[src/rtl/tgsp_pkg.sv]
// Package for the timer group, simultaneous-start and write-protect control.
// Holds register byte addresses, field positions, reset values and the
// protected-address table shared by the control block and its decoder.
package tgsp_pkg;

  // ==========================================================================
  // Bus widths and counts
  localparam int ADDR_W = 20;
  localparam int DATA_W = 8;
  localparam int NUM_CH = 5;
  localparam int NUM_PIN = 6;
  localparam int NUM_PROT = 24;

  // ==========================================================================
  // Register byte addresses
  localparam logic [19:0] OUT_MASTER_EN_ADDR = 20'h9520a;
  localparam logic [19:0] GROUP_SEL_ADDR     = 20'h95281;
  localparam logic [19:0] START_ARM_ADDR     = 20'h95282;
  localparam logic [19:0] ACCESS_EN_ADDR     = 20'h95284;

  // ==========================================================================
  // Field positions
  localparam int GROUP_LOW_LSB = 0;   // Channels 0..2 at bits 0..2
  localparam int GROUP_HIGH_LSB = 6;  // Channels 3..4 at bits 6..7
  localparam int ARM_CH4_BIT = 3;     // Arm bits run ch4 at bit 3 up to ch0 at bit 7
  localparam int UNLOCK_BIT = 0;
  localparam int PIN_EN_W = 6;

  // ==========================================================================
  // Values after reset and fixed read values
  localparam logic [4:0] GROUP_SEL_RST   = 5'h00;
  localparam logic [4:0] START_ARM_RST   = 5'h00;
  localparam logic       UNLOCK_RST      = 1'b1;
  localparam logic [5:0] PIN_EN_RST      = 6'h00;
  localparam logic [1:0] OME_RESERVED_RD = 2'h3;  // Reserved top bits read as ones while unlocked
  localparam logic [7:0] UNMAPPED_RD     = 8'h00;

  // ==========================================================================
  // Protected registers: byte address, and whether the entry is a 16-bit
  // register whose odd byte must match too
  localparam logic [19:0] PROT_ADDR [NUM_PROT] = '{
    20'h95200, 20'h95201, 20'h95202, 20'h95204, 20'h95205, 20'h95208,
    20'h95210, 20'h95218, 20'h9521c, 20'h95220, 20'h95221, 20'h95222,
    20'h95206, 20'h95207, 20'h95209, 20'h9521a, 20'h9521e, 20'h95212,
    20'h9520a, 20'h9520e, 20'h9520f, 20'h9520d, 20'h95214, 20'h95216
  };
  localparam logic [NUM_PROT-1:0] PROT_WIDE = 24'h7e0fc0;

endpackage : tgsp_pkg

[src/rtl/tgsp_prot_decode.sv]
// Address decoder for the set of write-protected registers and counters.
// Assumes byte addresses on the register bus; 16-bit entries match either byte.
`timescale 1ns/10ps
`default_nettype none

module tgsp_prot_decode
  import tgsp_pkg::*;
(
  // Address under test
  input  wire logic [ADDR_W-1:0] addr,
  // Match result
  output logic                   isProt
);

  logic [NUM_PROT-1:0] hit;

  // ==========================================================================
  // Compare against every table entry
  genvar g;
  generate
    for (g = 0; g < NUM_PROT; g++) begin : g_cmp
      // Wide entries ignore the byte-select bit
      assign hit[g] = ({addr[ADDR_W-1:1], addr[0] & ~PROT_WIDE[g]} == PROT_ADDR[g]); // RULE11
    end
  endgenerate

  assign isProt = |hit; // RULE11

endmodule : tgsp_prot_decode
`default_nettype wire

[src/rtl/tgsp_ctrl.sv]
// Shared control of five timer channels: group-select, simultaneous start,
// protection unlock for channels 3/4 and the six pin master enables.
// Assumes the counter-start register, counters and I/O control live outside
// and hand in their write strobes; all inputs are on the clk domain.
//
// Behaviour
// (RULE1) Group-select 1 joins channel to group; 0 keeps group set/clear away.
// (RULE2) Group-select bits: ch0..2 at bits 0..2, ch3..4 at 6..7, 3..5 zero.
// (RULE3) Grouped counters load together and clear when another grouped one clears.
// (RULE4) Software selects at least two channels for grouping to mean anything.
// (RULE5) Software also picks group clearing in the channel's clear source field.
// (RULE6) Arm bits: ch4 bit3 up to ch0 bit7; bits 0..2 read zero.
// (RULE7) Arm bits are set by writing 1; writing 0 leaves them alone.
// (RULE8) Arm bit clears when its channel's run bit is written 1 while armed.
// (RULE9) Unlock bit 0 enables protected access; bits 1..7 read zero.
// (RULE10) Unlock clears only by a 0 write after a read returned 1.
// (RULE11) The protected set holds 24 registers and counters of channels 3/4.
// (RULE12) Pin enables: c3b b0, c4a b1, c4b b2, c3d b3, c4c b4, c4d b5.
// (RULE13) Master-enable bits 6 and 7 read as one; the code returns zero for the whole byte while locked.
// (RULE14) Software sets master enables before channel 3/4 I/O control.
// (RULE15) Software writes master enables only with run_ch3 and run_ch4 at 0.
// (RULE16) Software readies port direction and data before switching pin to GPIO.
// (RULE17) Starting any armed channel starts all armed ones and clears all arms.
// (RULE18) While locked, writes to protected registers and counters are discarded.
`timescale 1ns/10ps
`default_nettype none

module tgsp_ctrl
  import tgsp_pkg::*;
(
  // Clock and reset
  input  wire logic                clk,
  input  wire logic                srst,
  // Register port
  input  wire logic [ADDR_W-1:0]   regAddr,
  input  wire logic [DATA_W-1:0]   regWrData,
  input  wire logic                regWr,
  input  wire logic                regRd,
  output logic      [DATA_W-1:0]   regRdData,
  // Protection gate for registers held elsewhere
  output logic                     extWrAllow,
  output logic                     extRdAllow,
  output logic                     protectionUnlock,
  // Counter-start register write seen from outside
  input  wire logic                startWr,
  input  wire logic [NUM_CH-1:0]   startWrData,
  output logic      [NUM_CH-1:0]   runStart,
  // Group set and clear
  input  wire logic [NUM_CH-1:0]   counterWr,
  input  wire logic [NUM_CH-1:0]   counterClearEvt,
  input  wire logic [NUM_CH-1:0]   clearSrcGroup,
  output logic      [NUM_CH-1:0]   groupLoad,
  output logic      [NUM_CH-1:0]   groupClear,
  output logic      [NUM_CH-1:0]   groupSel,
  // Pin master enables
  output logic      [NUM_PIN-1:0]  pinEnable
);

  // ==========================================================================
  // Field mapping helpers

  // Group-select layout: low three channels, gap, then channels 3 and 4
  function automatic logic [7:0] group_to_byte(input logic [4:0] g);
    group_to_byte = {g[4:3], 3'h0, g[2:0]}; // RULE2
  endfunction : group_to_byte

  // Arm layout runs backwards: channel 0 sits in the top bit
  function automatic logic [4:0] arm_from_byte(input logic [7:0] b);
    arm_from_byte = {b[ARM_CH4_BIT], b[ARM_CH4_BIT+1], b[ARM_CH4_BIT+2],
                     b[ARM_CH4_BIT+3], b[ARM_CH4_BIT+4]}; // RULE6
  endfunction : arm_from_byte

  function automatic logic [7:0] arm_to_byte(input logic [4:0] a);
    arm_to_byte = {a[0], a[1], a[2], a[3], a[4], 3'h0}; // RULE6
  endfunction : arm_to_byte

  // ==========================================================================
  // Address decode
  logic isProt;
  logic selOme;
  logic selGroup;
  logic selArm;
  logic selAccess;
  logic wrOme;
  logic wrGroup;
  logic wrArm;
  logic wrAccess;
  logic rdAccess;

  tgsp_prot_decode u_prot (
    .addr   (regAddr),
    .isProt (isProt)
  );

  assign selOme    = (regAddr == OUT_MASTER_EN_ADDR);
  assign selGroup  = (regAddr == GROUP_SEL_ADDR);
  assign selArm    = (regAddr == START_ARM_ADDR);
  assign selAccess = (regAddr == ACCESS_EN_ADDR);

  // ==========================================================================
  // Protection unlock
  logic unlock_q;
  logic unlock_d;
  logic seenOne_q;
  logic seenOne_d;

  // Protected writes die here while locked, including the local master enables
  assign wrOme      = regWr & selOme & unlock_q;                 // RULE18
  assign wrGroup    = regWr & selGroup;
  assign wrArm      = regWr & selArm;
  assign wrAccess   = regWr & selAccess;
  assign rdAccess   = regRd & selAccess;
  assign extWrAllow = regWr & isProt & ~selOme & unlock_q;       // RULE18
  assign extRdAllow = regRd & isProt & ~selOme & unlock_q;       // RULE9
  assign protectionUnlock = unlock_q;

  // Remember a read that showed the unlock set; a write to the access-enable register cancels it
  always_comb begin
    seenOne_d = seenOne_q;
    if (rdAccess) begin
      seenOne_d = unlock_q;                                      // RULE10
    end else if (wrAccess) begin
      seenOne_d = 1'b0;
    end
  end

  // A 0 write counts only after the read returned 1, so a stray store
  // from runaway code cannot relock by accident; a 1 write unlocks at once
  always_comb begin
    unlock_d = unlock_q;
    if (wrAccess) begin
      if (regWrData[UNLOCK_BIT]) begin
        unlock_d = 1'b1;                                         // RULE9
      end else if (seenOne_q) begin
        unlock_d = 1'b0;                                         // RULE10
      end
    end
  end

  always_ff @(posedge clk) begin
    if (srst) begin
      unlock_q  <= UNLOCK_RST;
      seenOne_q <= 1'b0;
    end else begin
      unlock_q  <= unlock_d;
      seenOne_q <= seenOne_d;
    end
  end

  // ==========================================================================
  // Output master enables
  logic [NUM_PIN-1:0] pinEn_q;

  // Bits 6 and 7 are not stored; they read as ones while unlocked
  always_ff @(posedge clk) begin
    if (srst) begin
      pinEn_q <= PIN_EN_RST;
    end else if (wrOme) begin
      pinEn_q <= regWrData[PIN_EN_W-1:0];                        // RULE12
    end
  end

  assign pinEnable = pinEn_q; // RULE12

  // ==========================================================================
  // Group select
  logic [NUM_CH-1:0] group_q;

  always_ff @(posedge clk) begin
    if (srst) begin
      group_q <= GROUP_SEL_RST;
    end else if (wrGroup) begin
      group_q <= {regWrData[GROUP_HIGH_LSB+1:GROUP_HIGH_LSB],
                  regWrData[GROUP_LOW_LSB+2:GROUP_LOW_LSB]};     // RULE2
    end
  end

  assign groupSel = group_q;

  // ==========================================================================
  // Simultaneous start
  logic [NUM_CH-1:0] arm_q;
  logic [NUM_CH-1:0] arm_d;
  logic              armedHit;
  logic [NUM_CH-1:0] runStart_q;

  // Any armed channel written to run fires the whole armed set at once
  assign armedHit = startWr & |(startWrData & arm_q);            // RULE17

  // Set beats clear: a 1 written in the firing cycle survives
  always_comb begin
    arm_d = arm_q;
    if (armedHit) begin
      arm_d = '0;                                                // RULE8 RULE17
    end
    if (wrArm) begin
      arm_d = arm_d | arm_from_byte(regWrData);                  // RULE7
    end
  end

  always_ff @(posedge clk) begin
    if (srst) begin
      arm_q <= START_ARM_RST;
    end else begin
      arm_q <= arm_d;
    end
  end

  // One-cycle start pulse per channel, armed ones joined in
  always_ff @(posedge clk) begin
    if (srst) begin
      runStart_q <= '0;
    end else if (startWr) begin
      runStart_q <= startWrData | (armedHit ? arm_q : '0);       // RULE17
    end else begin
      runStart_q <= '0;
    end
  end

  assign runStart = runStart_q;

  // ==========================================================================
  // Group set and clear
  logic [NUM_CH-1:0] groupLoad_q;
  logic [NUM_CH-1:0] groupClear_q;
  logic              anyGroupWr;
  logic [NUM_CH-1:0] groupClrSrc;

  // Only grouped channels take part on either side
  assign anyGroupWr  = |(counterWr & group_q);                   // RULE1
  assign groupClrSrc = counterClearEvt & group_q;                // RULE1

  // Loads and clears go out one cycle late so all members move together
  always_ff @(posedge clk) begin
    if (srst) begin
      groupLoad_q  <= '0;
      groupClear_q <= '0;
    end else begin
      for (int i = 0; i < NUM_CH; i++) begin
        groupLoad_q[i]  <= group_q[i] & anyGroupWr;              // RULE3
        groupClear_q[i] <= group_q[i] & clearSrcGroup[i] &
                           |(groupClrSrc & ~(NUM_CH'(1) << i));  // RULE3
      end
    end
  end

  assign groupLoad  = groupLoad_q;
  assign groupClear = groupClear_q;

  // ==========================================================================
  // Read data, one cycle after the strobe
  logic [DATA_W-1:0] rdMux;

  always_comb begin
    rdMux = UNMAPPED_RD;
    if (selOme) begin
      // Locked reads of the protected master enables return zero
      rdMux = unlock_q ? {OME_RESERVED_RD, pinEn_q} : UNMAPPED_RD; // RULE13 RULE9
    end else if (selGroup) begin
      rdMux = group_to_byte(group_q);                            // RULE2
    end else if (selArm) begin
      rdMux = arm_to_byte(arm_q);                                // RULE6
    end else if (selAccess) begin
      rdMux = {7'h00, unlock_q};                                 // RULE9
    end
  end

  always_ff @(posedge clk) begin
    if (srst) begin
      regRdData <= '0;
    end else if (regRd) begin
      regRdData <= rdMux;
    end else begin
      regRdData <= '0;
    end
  end

endmodule : tgsp_ctrl
`default_nettype wire

[config.mk]
export PLATFORM = sky130hd
export DESIGN_NAME = tgsp_ctrl
export DESIGN_NICKNAME = d
export VERILOG_FILES = /design/src/rtl/tgsp_pkg.sv /design/src/rtl/tgsp_prot_decode.sv /design/src/rtl/tgsp_ctrl.sv
export SDC_FILE = /design/constraint.sdc
export NUM_CORES = 1
export LEC_CHECK = 0
export BUFFER_PORTS_ARGS = -buffer_cell sky130_fd_sc_hd__buf_2
export CORE_MARGIN = 4
export CORE_UTILIZATION = 30
export DETAILED_ROUTE_END_ITERATION = 10
export PLACE_DENSITY = 0.6
export REMOVE_ABC_BUFFERS = 1
export SYNTH_ARGS = -nofsm -noshare
export SYNTH_HDL_FRONTEND = slang
export SYNTH_SLANG_ARGS = --single-unit
[constraint.sdc]
create_clock -name clk -period 4.6 [get_ports clk]
set_input_delay 0.92 -clock clk [delete_from_list [all_inputs] [get_ports clk]]
set_output_delay 0.92 -clock clk [all_outputs]
set_load 0.03 [all_outputs]
---- After elaboration in Yosys (flattened, before gate mapping) ----
Cells that the tools add are included.
word-level totals
  bits in registers ....................... 41
  latch bits .............................. 0
  bits in writable memories ............... 0
  memory bits (read-only) ................. 0
  input bits .............................. 53
  output and inout bits ................... 37
  memories kept ........................... 0
cells by class
  add/subtract/negate cells ............... 0
  multipliers ............................. 0
  div/mod/pow operators ................... 0
  magnitude comparators ................... 0
  equality and inequality tests ........... 25
  shift operators ......................... 0
  muxes and demuxes ....................... 12
  bitwise logic cells ..................... 36
  reductions and logical operators ........ 13
operator list
  cell                    count
  $eq A20 B20 Y1 const B  16
  $eq A19 B19 Y1 const B  9
  $mux W8                 4
  $and A1 B1 Y1           28
  $reduce_or A21 Y1       1
  $reduce_or A4 Y1        5
  $and A5 B5 Y5           3
  $mux W5                 3
  $or A5 B5 Y5            2
  $reduce_or A5 Y1        2
  $mux W1                 5
  $reduce_bool A2 Y1      2
  $reduce_or A2 Y1        2
  $not A1 Y1              3
  $reduce_and A2 Y1       1

---- Depth between registers and ports, before layout ----
  word-level depth ........................ 6
  mapped depth ............................ 6

---- Cells and area by module ----
A second synthesis with hierarchy kept.
second synthesis, totals
  cells, all modules ...................... 221
  area, all modules ....................... 1931.9 um^2
modules (own cells, without submodules)
  module            times used  cells an instance  area an instance (um^2)
  tgsp_ctrl         1           207                1831.8
  tgsp_prot_decode  1           14                 100.1

---- Least setup slack after synthesis ----
No wires, ideal clock.
  kind .................................... input-to-output
  from .................................... input port regAddr[10]
  to ...................................... output port extWrAllow
  data arrival time ....................... 2.543 ns
  data required time ...................... 3.680 ns
  slack ................................... 1.137 ns
  stages .................................. 5
  path buffers ............................ 1
  cells stage by stage .................... nor4b_1 and3_1 buf_2 o2111ai_1 nor3b_1
between the ends
  longest elaborated chain between the ends .. 5
  elaborated cells between the ends (all ways) .. 27
ends and longest elaborated chain
  element                                           RTL line                text
  from (decl)                                       tgsp_ctrl.sv:35         input wire logic [ADDR_W-1:0] regAddr,
  $eq A20 B20 Y1 or $eq A19 B19 Y1 (tied branches)  tgsp_prot_decode.sv:23  assign hit[g] = ({addr[ADDR_W-1:1], addr[0] & ~PROT_WIDE[g]} == PROT_ADDR[g]);
  $reduce_or A21 Y1                                 tgsp_prot_decode.sv:27  assign isProt = |hit;
  $and A1 B1 Y1                                     tgsp_ctrl.sv:113        assign extWrAllow = regWr & isProt & ~selOme & unlock_q;
  $and A1 B1 Y1 * (2 in a row)                      tgsp_ctrl.sv:113
  to (decl)                                         tgsp_ctrl.sv:41         output logic extWrAllow,
Mark *: on every way between the ends. The rest lies on a longest branch, timed or not.

---- Final worst setup path ----
  from .................................... input port regAddr[10]
  to ...................................... output port extRdAllow
between the ends
  longest elaborated chain between the ends .. 5
  elaborated cells between the ends (all ways) .. 27
ends and longest elaborated chain
  element                                           RTL line                text
  $eq A20 B20 Y1 or $eq A19 B19 Y1 (tied branches)  tgsp_prot_decode.sv:23
  $reduce_or A21 Y1                                 tgsp_prot_decode.sv:27
  $and A1 B1 Y1                                     tgsp_ctrl.sv:114        assign extRdAllow = regRd & isProt & ~selOme & unlock_q;
  $and A1 B1 Y1 * (2 in a row)                      tgsp_ctrl.sv:114
  to (decl)                                         tgsp_ctrl.sv:42         output logic extRdAllow,
Marked as above.

==> impl_metrics.env <==
export IMPL_cts_num_sinks=41
export IMPL_crit_start="regAddr[10]"
export IMPL_num_vias=1874
export IMPL_gr_total_overflow=0
export IMPL_synth_ff_latch_count=41
export IMPL_synth_ff_type="dfxtp_1"
export IMPL_slew_headroom_pct=52.9
export IMPL_clk_pin_slew_worst_paths_ns=0.08
export IMPL_netSwitchingPower_w=0.000150
export IMPL_antenna_cells=0
export IMPL_port_buffer_count=89
export IMPL_final_common_cell="buf_2"
export IMPL_clk_path_buf_depth=2
export IMPL_yosys_area_top_type="dfxtp_1"
export IMPL_rsz0062_at_grt="no"
export IMPL_drt_iter0_drc=117
export IMPL_grt_max_degree=31
export IMPL_initial_core_util_pct=31.0
export IMPL_syn_to_final_growth_pct=32.4
export IMPL_sw_frac_of_total_pct=21.7
export IMPL_viasPerCell=5.08
export IMPL_globalplace_congestion=0.876
export IMPL_rows=28
export IMPL_drt_pass1_iterations=5
export IMPL_yosysWarnings=0
export IMPL_synth_cell_types=41
export IMPL_drt_total_wl_um=5350
export IMPL_hp_class="flop to flop"
export IMPL_min_period_ns=3.39
export IMPL_critPathCaptureType="primary output"
export IMPL_layout_common_cells="buf_2, dfxtp_1, a21oi_1"
export IMPL_nNetsFinal=347
export IMPL_powerDensity_nw_per_um2=282
export IMPL_die_y_um=86.5
export IMPL_internal_power_w=0.000541
export IMPL_hold_ws_ns=0.480
export IMPL_postSynth_asyncResetShare_pct=0
export IMPL_synth_area_um2=1850
export IMPL_dieArea_um2=7480
export IMPL_crit_fanout=19
export IMPL_hold_start="seenOne_q$_SDFFE_PP0P_"
export IMPL_cts_tree="built"
export IMPL_cts_buffers_inserted=5
export IMPL_finalSetupTns_ns=0
export IMPL_power_frac_seq_pct=51.6
export IMPL_synth_edf_count=0
export IMPL_fill_cells=622
export IMPL_cts_setup_buffers=0
export IMPL_drv_slew=0
export IMPL_critical_path_arrival_ns=2.47
export IMPL_cp_required_ns=3.68
export IMPL_syn_inst=208
export IMPL_ir_drop_mv=0.114
export IMPL_fp_dieW_um=86.5
export IMPL_post_cts_resized=0
export IMPL_maxCapViolCount=0
export IMPL_hold_viol=0
export IMPL_p_clk_share_pct=39.9
export IMPL_cts_root_buf="clkbuf_8"
export IMPL_clkLatencyLatePin_ns=0.29
export IMPL_track_usage_pct=14.0
export IMPL_synth_seq_area_share_pct=44.4
export IMPL_postRouteAntennaNets=0
export IMPL_synth_avg_cell_area_um2=8.88
export IMPL_synth_area_leaders="dfxtp_1, a21oi_1, nand3_1"
export IMPL_status="complete, no violations"
export IMPL_period_share_pct=73.7
export IMPL_start_kind="primary input"
export IMPL_io_pins=90
export IMPL_layout_drive_gt1_share_pct=34.4
export IMPL_dpl_hpwl_um=4180
export IMPL_htree_levels=2
export IMPL_design_core_area_um2=5960
export IMPL_wl_per_cell_um=14.5
export IMPL_grt_pass1_vias=1742
export IMPL_antenna_found_initial=0
export IMPL_share_comb_of_total_power_pct=8.5
export IMPL_grt_pass1_wl_um=8340
export IMPL_fmax_ghz=0.295
export IMPL_synth_top_area_share_pct=44.4
export IMPL_drc_errors=0
export IMPL_worstMarginPinSlew_ns=0.706
export IMPL_hold_buffers=0
export IMPL_fin_worst_skew_ns=0.00459
export IMPL_path_class="primary input to primary output"
export IMPL_p_leak_nw=1.03
export IMPL_setup_viol_count_final=0
export IMPL_reg2reg_from="protectionUnlock$_SDFFE_PP1P_"
[path summary, 6_finish.rpt]
| check | to | slack [ns] | cells after the start |
|---|---|---|---|
| worst max-delay path | extRdAllow | 1.21 | 7 |
| worst min-delay path | seenOne_q$_SDFFE_PP0P_ | 0.48 | 2 |
| worst max register to register | pinEnable[1]$_SDFFE_PP0P_ | 3.14 | 4 |
| worst min register to register | seenOne_q$_SDFFE_PP0P_ | 0.48 | 2 |
[area by class of cell]
cell class,instances,area [um^2],area share (%)
Timing Repair Buffer,90,453,18.5
Clock inverter,2,35.0,1.43
Sequential cell,41,821,33.5
Inverter,9,33.8,1.38
Multi-Input combinational cell,147,942,38.5
Clock buffer,5,68.8,2.81
Tap cell,75,93.8,3.83
[power groups by stage]
stage,combinational [W],sequential [W],clock (W)
floorplan,0.0000175,0.000369,0
global placement,0.0000581,0.000365,0
detailed placement,0.0000588,0.000365,0
CTS,0.0000590,0.000356,0.000285
global route,0.0000655,0.000357,0.000302
finish,0.0000589,0.000357,0.000276
[cell families after synthesis]
group                  count (synthesis)  share of synthesized area (%)
muxes                                  5                           2.98
DFF                                   41                           44.4
AOI/OAI and AO/OA                     52                           18.7
buffers and inverters                 20                           4.60
and+or+nand+nor                       90                           29.3
[per-layer routing]
metal / vias to the layer above / track usage [%] / share of wire, %
met3: 2 / 2.66 / 7.9
met1: 839 / 19.4 / 45
met5: - / 0 / 0
met2: 86 / 22.1 / 47
li1: 947 / - / -
met4: 0 / 4.25 / 0.77
[sequential cells by signal, indices dropped and copies added (netlist names)]
name,cells
regRdData,8
pinEnable,6
arm_q,5
groupClear,5
groupLoad,5
groupSel,5
runStart,5
protectionUnlock,1
seenOne_q,1
[cells in the mapped netlist, drive strengths merged (3+ instances only)]
master / count
and2: 6
dfxtp: 41
nand3: 17
clkbuf: 7
nor4b: 5
nor2b: 5
nand2: 8
nand4: 9
a211oi: 5
nand2b: 13
nor2: 11
mux2i: 4
inv: 9
a21oi: 20
and3: 6
buf: 4
o32ai: 5
a222oi: 4
a31oi: 3
o21ai: 6
[through the flow]
| step | cell area [um^2] | std cells | util [%] | worst slack (ns) | power [W] |
|---|---|---|---|---|---|
| 2_1_floorplan | 1800 | 197 | - | 0.906 | 0.000386 |
| 6_report | 2450 | 369 | 41.1 | 1.21 | 0.000691 |
| 3_5_place_dp | 2340 | 362 | 39.3 | 1.24 | 0.000424 |
| 4_1_cts | 2450 | 369 | 41.1 | 1.22 | 0.000701 |
| 5_1_grt | 2450 | 369 | 41.1 | 1.05 | 0.000724 |
| 3_3_place_gp | 2340 | 362 | 39.3 | 1.26 | 0.000423 |
[critical path: stages]
cell	delay, ns
buf_2	0.09
nor4b_1	0.44
and3_1	0.21
buf_4	0.22
o2111ai_1	0.15
a211oi_1	0.19
buf_2	0.23
Note: power is estimated with default switching activity, not from simulation.
